[src/include/drit_defs.vh]
// Function
// A 3-bit clock-select field at bits 10 to 8 picks one of seven divided clocks, code 010 being divide by eight.
// The counter stays idle until a clock is selected and starts counting as soon as one is.
// Bit 7 enables refresh cycle generation when 1 and disables it when 0.
// The refresh counter is 8 bits wide and increments by one on each selected clock tick.
// On each count the counter is compared with the interval constant; on equality the flag sets and the counter clears to zero.
// A compare match with refresh enabled produces one refresh request; with it disabled, none.
// An 8-bit software-writable interval constant sets the count at which a match occurs.
// The compare-match flag stays set until software writes 0 after reading it as 1.
`ifndef DRIT_DEFS_VH
`define DRIT_DEFS_VH

// Bus and counter widths
`define DRIT_ADDR_W 24
`define DRIT_DATA_W 16
`define DRIT_CNT_W 8

// Register addresses
`define DRIT_ADDR_CTRL 24'hFFFDA6
`define DRIT_ADDR_CNT 24'hFFFDA8
`define DRIT_ADDR_CONST 24'hFFFDA9

// Control register field layout
`define DRIT_FLAG_BIT 15
`define DRIT_SEL_HI 10
`define DRIT_SEL_LO 8
`define DRIT_ENA_BIT 7

// Reset values
`define DRIT_CTRL_RST 16'h0000
`define DRIT_CNT_RST 8'h00
`define DRIT_CONST_RST 8'h00

// Clock select codes
`define DRIT_SEL_W 3
`define DRIT_SEL_OFF 3'h0
`define DRIT_SEL_D2 3'h1
`define DRIT_SEL_D8 3'h2
`define DRIT_SEL_D32 3'h3
`define DRIT_SEL_D128 3'h4
`define DRIT_SEL_D512 3'h5
`define DRIT_SEL_D2048 3'h6
`define DRIT_SEL_D4096 3'h7

// Low prescaler bits that must all be ones for a tick, per division
`define DRIT_LOG_OFF 0
`define DRIT_LOG_D2 1
`define DRIT_LOG_D8 3
`define DRIT_LOG_D32 5
`define DRIT_LOG_D128 7
`define DRIT_LOG_D512 9
`define DRIT_LOG_D2048 11
`define DRIT_LOG_D4096 12

// Prescaler width, enough for the largest division
`define DRIT_PRE_W 12

`endif

[src/design/drit_prescaler.v]
`timescale 1ns/100ps
`include "drit_defs.vh"

module drit_prescaler
#(
    parameter PRE_W = `DRIT_PRE_W
)
(
    // Clock and reset
    input wire i_clock,
    input wire i_rst_n,
    // Selection
    input wire [`DRIT_SEL_W-1:0] i_sel,
    // Divided clock enable
    output reg o_tick
);

    reg [PRE_W-1:0] pre_reg;
    reg [PRE_W-1:0] mask;

    ////////////////////////////////////////////////////////////////////////
    // Low bits of the free-running count that must all be ones per tick
    function [PRE_W-1:0] div_mask;
        input [`DRIT_SEL_W-1:0] sel;
        integer lg;
        begin
            case (sel)
                `DRIT_SEL_D2:    lg = `DRIT_LOG_D2;
                `DRIT_SEL_D8:    lg = `DRIT_LOG_D8;
                `DRIT_SEL_D32:   lg = `DRIT_LOG_D32;
                `DRIT_SEL_D128:  lg = `DRIT_LOG_D128;
                `DRIT_SEL_D512:  lg = `DRIT_LOG_D512;
                `DRIT_SEL_D2048: lg = `DRIT_LOG_D2048;
                `DRIT_SEL_D4096: lg = `DRIT_LOG_D4096;
                default:         lg = `DRIT_LOG_OFF;
            endcase
            // Shifting the whole width out leaves no bit set when stopped
            div_mask = {PRE_W{1'b1}} >> (PRE_W - lg);
        end
    endfunction

    // Decode of the division (the 010 code gives divide by eight)
    always @*
    begin
        mask = div_mask(i_sel);
    end

    ////////////////////////////////////////////////////////////////////////
    // Free-running divider and one-cycle registered tick; none is launched while stopped
    always @(posedge i_clock or negedge i_rst_n)
    begin
        if (!i_rst_n)
        begin
            pre_reg <= {PRE_W{1'b0}};
            o_tick <= 1'b0;
        end
        else
        begin
            pre_reg <= pre_reg + {{(PRE_W-1){1'b0}}, 1'b1};
            o_tick <= (i_sel != `DRIT_SEL_OFF) &&
                      ((pre_reg & mask) == mask);
        end
    end

endmodule

[src/design/drit_timer.v]
`timescale 1ns/100ps
`include "drit_defs.vh"

module drit_timer
#(
    parameter ADDR_W = `DRIT_ADDR_W,
    parameter DATA_W = `DRIT_DATA_W,
    parameter CNT_W = `DRIT_CNT_W
)
(
    // Clock and reset
    input wire i_clock,
    input wire i_rst_n,
    // Register port
    input wire [ADDR_W-1:0] i_addr,
    input wire [DATA_W-1:0] i_wdata,
    input wire i_wr,
    input wire i_rd,
    output reg [DATA_W-1:0] o_rdata,
    // Toward the DRAM bus cycle logic
    output reg o_refresh_req,
    // Status
    output reg o_compare_match_flag
);

    ////////////////////////////////////////////////////////////////////////
    // Storage

    reg [`DRIT_SEL_W-1:0] refresh_clock_select_reg;
    reg [`DRIT_SEL_W-1:0] refresh_clock_select_next;
    reg refresh_generation_enable_reg;
    reg refresh_generation_enable_next;
    reg [CNT_W-1:0] refresh_counter_reg;
    reg [CNT_W-1:0] refresh_counter_next;
    reg [CNT_W-1:0] refresh_interval_constant_reg;
    reg [CNT_W-1:0] refresh_interval_constant_next;
    reg compare_match_flag_next;
    reg flag_armed_reg;
    reg flag_armed_next;
    reg refresh_req_next;
    reg [DATA_W-1:0] rdata_next;

    wire tick;
    wire pre_tick;
    wire wr_ctrl;
    wire wr_cnt;
    wire wr_const;
    wire rd_ctrl;
    wire match;

    ////////////////////////////////////////////////////////////////////////
    // Address decode of the three registers
    assign wr_ctrl = i_wr && (i_addr == `DRIT_ADDR_CTRL);
    assign wr_cnt = i_wr && (i_addr == `DRIT_ADDR_CNT);
    assign wr_const = i_wr && (i_addr == `DRIT_ADDR_CONST);
    assign rd_ctrl = i_rd && (i_addr == `DRIT_ADDR_CTRL);

    ////////////////////////////////////////////////////////////////////////
    // Divided clock enable for the counter
    drit_prescaler
    #(
        .PRE_W(`DRIT_PRE_W)
    )
    u_prescaler
    (
        .i_clock(i_clock),
        .i_rst_n(i_rst_n),
        .i_sel(refresh_clock_select_reg),
        .o_tick(pre_tick)
    );

    // Counting ticks; a tick already launched when software stops the
    // clock is dropped, so the counter freezes at the write edge
    assign tick = pre_tick &&
        (refresh_clock_select_reg != `DRIT_SEL_OFF);

    // Compare on each count against the interval constant;
    // a counter that already passed the constant wraps through zero
    assign match = tick &&
        (refresh_counter_reg == refresh_interval_constant_reg);

    ////////////////////////////////////////////////////////////////////////
    // Control register fields
    always @*
    begin
        refresh_clock_select_next = refresh_clock_select_reg;
        refresh_generation_enable_next = refresh_generation_enable_reg;
        if (wr_ctrl)
        begin
            refresh_clock_select_next =
                i_wdata[`DRIT_SEL_HI:`DRIT_SEL_LO];
            refresh_generation_enable_next =
                i_wdata[`DRIT_ENA_BIT];
        end
    end

    ////////////////////////////////////////////////////////////////////////
    // Interval constant, written by software
    always @*
    begin
        refresh_interval_constant_next = refresh_interval_constant_reg;
        if (wr_const)
        begin
            refresh_interval_constant_next = i_wdata[CNT_W-1:0];
        end
    end

    ////////////////////////////////////////////////////////////////////////
    // Refresh counter: software write first, then clear on match,
    // else count on each tick
    // Write of the counter wins so software can reposition the interval
    always @*
    begin
        refresh_counter_next = refresh_counter_reg;
        if (wr_cnt)
        begin
            refresh_counter_next = i_wdata[CNT_W-1:0];
        end
        else if (match)
        begin
            refresh_counter_next = `DRIT_CNT_RST;
        end
        else if (tick)
        begin
            refresh_counter_next = refresh_counter_reg +
                {{(CNT_W-1){1'b0}}, 1'b1};
        end
    end

    ////////////////////////////////////////////////////////////////////////
    // Compare-match flag: a read seeing 1 arms the clear, a later write
    // of 0 clears it; a match in the same cycle wins
    // Arming keeps a stray write of 0 from losing a match that software
    // has not seen yet
    always @*
    begin
        compare_match_flag_next = o_compare_match_flag;
        flag_armed_next = flag_armed_reg;
        if (rd_ctrl && o_compare_match_flag)
        begin
            flag_armed_next = 1'b1;
        end
        if (wr_ctrl && !i_wdata[`DRIT_FLAG_BIT] && flag_armed_reg)
        begin
            compare_match_flag_next = 1'b0;
            flag_armed_next = 1'b0;
        end
        if (match)
        begin
            compare_match_flag_next = 1'b1;
        end
    end

    ////////////////////////////////////////////////////////////////////////
    // One refresh request pulse per match, only while enabled
    // Registered so the request rises with the flag at the match edge
    always @*
    begin
        refresh_req_next = match && refresh_generation_enable_reg;
    end

    ////////////////////////////////////////////////////////////////////////
    // Read data, valid the cycle after the read strobe
    // Unmapped addresses read as zero
    always @*
    begin
        rdata_next = {DATA_W{1'b0}};
        if (i_rd)
        begin
            case (i_addr)
                `DRIT_ADDR_CTRL:
                begin
                    rdata_next[`DRIT_FLAG_BIT] = o_compare_match_flag;
                    rdata_next[`DRIT_SEL_HI:`DRIT_SEL_LO] =
                        refresh_clock_select_reg;
                    rdata_next[`DRIT_ENA_BIT] =
                        refresh_generation_enable_reg;
                end
                `DRIT_ADDR_CNT:
                begin
                    rdata_next[CNT_W-1:0] = refresh_counter_reg;
                end
                `DRIT_ADDR_CONST:
                begin
                    rdata_next[CNT_W-1:0] = refresh_interval_constant_reg;
                end
                default:
                begin
                    rdata_next = {DATA_W{1'b0}};
                end
            endcase
        end
    end

    ////////////////////////////////////////////////////////////////////////
    // State registers
    always @(posedge i_clock or negedge i_rst_n)
    begin
        if (!i_rst_n)
        begin
            refresh_clock_select_reg <= `DRIT_SEL_OFF;
            refresh_generation_enable_reg <= 1'b0;
            refresh_counter_reg <= `DRIT_CNT_RST;
            refresh_interval_constant_reg <= `DRIT_CONST_RST;
            o_compare_match_flag <= 1'b0;
            flag_armed_reg <= 1'b0;
            o_refresh_req <= 1'b0;
            o_rdata <= {DATA_W{1'b0}};
        end
        else
        begin
            refresh_clock_select_reg <= refresh_clock_select_next;
            refresh_generation_enable_reg <= refresh_generation_enable_next;
            refresh_counter_reg <= refresh_counter_next;
            refresh_interval_constant_reg <= refresh_interval_constant_next;
            o_compare_match_flag <= compare_match_flag_next;
            flag_armed_reg <= flag_armed_next;
            o_refresh_req <= refresh_req_next;
            o_rdata <= rdata_next;
        end
    end

endmodule

[config.mk]
export PLATFORM = sky130hd
export DESIGN_NAME = drit_timer
export DESIGN_NICKNAME = d
export VERILOG_FILES = /design/src/design/drit_prescaler.v /design/src/design/drit_timer.v
export VERILOG_INCLUDE_DIRS = /design/src /design/src/include
export SDC_FILE = /design/constraint.sdc
export NUM_CORES = 1
export LEC_CHECK = 0
export BUFFER_PORTS_ARGS = -buffer_cell sky130_fd_sc_hd__buf_2
export CAP_MARGIN = 20
export CORE_MARGIN = 4
export CORE_UTILIZATION = 44
export CTS_CLUSTER_DIAMETER = 200
export CTS_CLUSTER_SIZE = 24
export DETAILED_ROUTE_END_ITERATION = 16
export GPL_ROUTABILITY_DRIVEN = 0
export PLACE_DENSITY = 0.67
export REMOVE_ABC_BUFFERS = 1
export SLEW_MARGIN = 25
export SYNTH_ARGS = -nofsm -noshare
export SYNTH_HDL_FRONTEND = slang
export SYNTH_SLANG_ARGS = --single-unit
[constraint.sdc]
create_clock -name i_clock -period 3.99 [get_ports i_clock]
set_input_delay 0.399 -clock i_clock [delete_from_list [all_inputs] [get_ports i_clock]]
set_output_delay 0.399 -clock i_clock [all_outputs]
set_load 0.01 [all_outputs]
=== Word level (Yosys, flattened, before mapping) ===
Index checks and enable logic that the tools add are counted.
W data, S select, Z words.

* Bits in registers: 52
* Input bits: 44
* Logic and storage cells: 56

* Add/sub/neg operators: 3
* Equal/unequal tests: 12
* Shift-type cells: 1
* Mux-type cells: 13
* Bitwise operators: 1
* Reduce and logical (&&, ||, !) cells: 16

{| class="wikitable"
|+ Operators by type and width
! kind !! count
|-
| $eq A24 B24 Y1 const B || 3
|-
| $shr A12 B32 Y12 const A || 1
|-
| $pmux W4 S7 || 1
|-
| $mux W8 || 3
|-
| $mux W16 || 1
|-
| $pmux W7 S2 || 1
|-
| $add A12 B1 Y12 const B || 1
|-
| $and A12 B12 Y12 || 1
|-
| $eq A12 B12 Y1 || 1
|-
| $eq A3 B3 Y1 const B || 4
|-
| $logic_and A1 B1 Y1 || 11
|-
| $add A8 B1 Y8 const B || 1
|-
| $eq A8 B8 Y1 || 1
|-
| $eq A3 B2 Y1 const B || 2
|-
| $reduce_bool A3 Y1 || 2
|-
| $mux W1 || 5
|-
| $sub A4 B4 Y5 const A || 1
|-
| $reduce_bool A2 Y1 || 2
|-
| $eq A3 B1 Y1 const B || 1
|-
| $mux W3 || 1
|-
| $pmux W1 S3 || 1
|-
| $logic_not A1 Y1 || 1
|}

=== Depth between registers and ports, before layout ===
* Depth in word-level cells: 7
* Mapped depth: 11
* Gate-level depth less buffers: 8

=== Cells and area by module ===
Synthesis repeated with hierarchy kept, for this count alone.

* Cells, all modules: 254
* Area total of the unflattened synthesis: 2,760.1 µm²

{| class="wikitable"
|+ Modules (own cells, without submodules)
! module !! instances !! cells an instance !! area an instance (µm²)
|-
| drit_timer || 1 || 168 || 1,876.8
|-
| drit_prescaler || 1 || 86 || 883.3
|}

=== Worst setup path before layout ===
No wires, ideal clock.

* Path kind: reg2reg
* Start: register refresh_clock_select_reg[0]
* End: register u_prescaler.o_tick
* Arrival time: 2.158 ns
* Data required time: 3.923 ns
* Slack: 1.765 ns
* Stages on the path, launching flop included: 11
* Path through: dfrtp_1 > clkbuf_1 > clkbuf_1 > nand3_1 > nand2_1 > ha_1 > clkbuf_1 > a21o_1 > o211ai_1 > a221oi_1 > o2111a_1

* Longest elaborated chain between the ends: 7
* Elaborated cells between the ends (all ways): 14

{| class="wikitable"
|+ RTL lines
! what !! line !! text
|-
| start: declaration || drit_timer.v:29 || <nowiki>reg [`DRIT_SEL_W-1:0] refresh_clock_select_reg;</nowiki>
|-
| start signal: assignment || drit_timer.v:201 || <nowiki>refresh_clock_select_reg <= `DRIT_SEL_OFF;</nowiki>
|-
| start signal: assignment || drit_timer.v:212 || <nowiki>refresh_clock_select_reg <= refresh_clock_select_next;</nowiki>
|-
| $eq A3 B3 Y1 (tied with other cells) || drit_prescaler.v:27 || <nowiki>case (sel)</nowiki>
|-
| $pmux W4 S7 || drit_prescaler.v:27 ||
|-
| $sub A4 B4 Y5 || drit_prescaler.v:38 || <nowiki>div_mask = {PRE_W{1'b1}} >> (PRE_W - lg);</nowiki>
|-
| $shr A12 B32 Y12 || drit_prescaler.v:38 ||
|-
| $and A12 B12 Y12 || drit_prescaler.v:61 || <nowiki>((pre_reg & mask) == mask);</nowiki>
|-
| $eq A12 B12 Y1 || drit_prescaler.v:61 ||
|-
| $logic_and A1 B1 Y1 (*) || drit_prescaler.v:60 || <nowiki>o_tick <= (i_sel != `DRIT_SEL_OFF) &&</nowiki>
|-
| end signal: assignment || drit_prescaler.v:60 ||
|-
| end: declaration || drit_prescaler.v:15 || <nowiki>output reg o_tick</nowiki>
|}

Mark *: on every way between the ends. The rest lies on a longest branch, timed or not.
A chain may end at the register's enable or synchronous reset.

=== Worst setup path after layout ===
* Start: register refresh_clock_select_reg[1]
* End: register u_prescaler.o_tick

The elaborated chain is that of the path after synthesis.

==> impl_metrics.toml <==
[outcome]
status = "finished, final reports clean"

[finish]
fin_area_um2 = 3100
final_core_util = 0.520
nFillCells = 563
diodes = 0
area_delta_synth_final_pct = 14.4
drive_gt1_frac = 0.269
nets = 358

[worst_hold_path]
hp-class = "in2async"

[cts]
cts_root_buffer = "clkbuf_8"
clk_latency_ps = 300
cts_resized = 0
ctsHoldBuffers = 0
clk_path_buf_depth = 2
clkSlewWorstSetupHoldPaths_ps = 90
cts.htree.levels = 2
numCtsBuffers = 5
cts_tree = "yes"
postCtsSetupRepairBufs = 0
clock-sinks = 48

[route]
drtAntennaViolNets = 0
drt-total-wl_mm = 5.60
vias = 2141
dr.pass1.iters = 4
avgViaCountPerCell = 5.53
drt_iter0_drc = 90
detail_route.wl_per_cell_um = 14.5
drc = 0

[sta]
tightestPinTransition_ps = 960
setup_viol = 0
slew_viol_final = 0
relSlewSlack = 0.354
rsz0062_at_grt = "false"
timing.fmax_mhz = 413
holdWs_ps = 88.0
min_period_over_period = 0.607
finClkSkew_ps = 6.39
finalHoldViolations = 0
fin_crit_ps = 2420
setup_tns_ps = 0

[worst_setup_path]
cp.required_ps = 4230
cp_top_family = "compound AO/OA/AOI/OAI gates"
r2r-end = "u_prescaler.o_tick"
end_kind = "flop"
cp_num_buf_inv = 0
critPathKind = "reg2reg"
cp_slowest_cell = "dfrtp_1"
path_max_fanout = 20
crit_path_start_kind = "flop"
worstRegToRegCells = 7
path_cells = "or3_1 > nand2_1 > ha_1 > a21o_1 > o211ai_1 > a221oi_1 > o2111a_1"
worstPathArrival_ps = 2670
rr_startpoint = "refresh_clock_select_reg[1]"
r2r_slack_ps = 1570
cp_slowest_stage_delay_ps = 590

[floorplan]
fp-row-count = 28
num_io_pins = 62
start_util = 0.455
die-area_um2 = 7480
die_h_um = 86.5
coreArea_um2 = 5960
die_x_um = 86.5

[logic_synthesis]
synthFlopType = "dfrtp_1"
synth.most_common_cell = "dfrtp_1"
synth_largest_area_cell = "dfrtp_1"
synth_commonest_cells = "48 x dfrtp_1, 24 x nand2_1, 15 x nand3_1, 15 x nor2_1, 10 x xor2_1"
synth.distinct_cells = 56
synth.area.top_cells = "dfrtp_1 44%, mux2_2 3.7%, nand2_1 3.3%"
synth_cells = 265
syn-cell-area_um2 = 2710
yosysSeqAreaShare = 0.443
ys_ff_latch = 48
synth_top_area_share = 0.443
post_synth.cell_area_avg_um2 = 10.2
synth_edf_count = 0
synth_warnings = 0
async_flop_share = 1.00

[placed_design]
dpl-instance-area_um2 = 2990
placement.io_buffers = 53
place_hpwl_mm = 4.06

[power_and_ir_drop]
p_per_area_nw_per_um2 = 285
vdd_drop_max_mv = 0.149
power_leakage_nw = 1.52
power_mw = 0.882

[global_routing]
grt_use_total = 0.161
grt_max_degree = 49
grt_pass1_wl_mm = 9.67
overflow = 0
grt_pass1_vias = 2142
antenna_found_initial = 0

[run]
cap_viol_max_count = 0
-- layer usage --
metal	track usage	vias to the layer above	part of all wire
met3	0.0371	7	0.060
met4	0.0581	0	0.014
met2	0.282	48	0.50
li1	-	1058	-
met5	0	-	0
met1	0.191	1028	0.43
-- kinds of logic after synthesis --
group / synth area share
other: 0.00138
buffers and inverters: 0.0434
AO/OA/AOI/OAI: 0.133
AND/OR/NAND/NOR: 0.222
flip-flops: 0.443
multiplexers: 0.0855
XOR/XNOR: 0.0582
adder cells (fa/ha/maj): 0.0139
-- per-stage QoR --
step           setup WS [ps]  instances
5_1_grt                 1310        387
4_1_cts                 1580        387
3_5_place_dp            1620        379
3_3_place_gp            1620        379
6_report                1570        387
2_1_floorplan           1850        249
-- layout make-up --
| class | count | area (um2) | area share |
|---|---|---|---|
| clock buffers | 6 | 72.6 | 0.0234 |
| clock inverters | 2 | 35.0 | 0.0113 |
| inverters | 3 | 11.3 | 0.00363 |
| multi-input cells | 198 | 1400 | 0.452 |
| flip-flops and latches | 48 | 1200 | 0.388 |
| well taps | 75 | 93.8 | 0.0303 |
| repair buffers | 55 | 283 | 0.0913 |
-- report_power, final --
group / internal (mW) / switching (mW) / total (mW)
clock network: 0.186 / 0.163 / 0.349
logic: 0.0205 / 0.0262 / 0.0466
registers: 0.486 / 0.000000745 / 0.486
-- how the worst max path moves through the flow --
| stage | start | to | cells after the start |
|---|---|---|---|
| 2_1_floorplan | refresh_clock_select_reg[1] | refresh_counter_reg[7] | 5 |
| 3_3_place_gp | refresh_clock_select_reg[1] | u_prescaler.o_tick | 7 |
| 3_5_place_dp | refresh_clock_select_reg[1] | u_prescaler.o_tick | 7 |
| 4_1_cts | refresh_clock_select_reg[1] | u_prescaler.o_tick | 7 |
| 5_1_grt | refresh_clock_select_reg[0] | u_prescaler.o_tick | 8 |
| 6_report | refresh_clock_select_reg[1] | u_prescaler.o_tick | 7 |
-- placed cells by master (no fill, tap or decap), types with 8 or more instances in the layout --
cell type / instances
nor2_1: 15
nand4_1: 9
o21ai_0: 8
nand3_1: 15
o21a_1: 8
xor2_1: 10
dfrtp_1: 48
buf_2: 52
nand2_1: 24
xnor2_1: 8
mux2_2: 9
(Power assumes the default switching activity.)
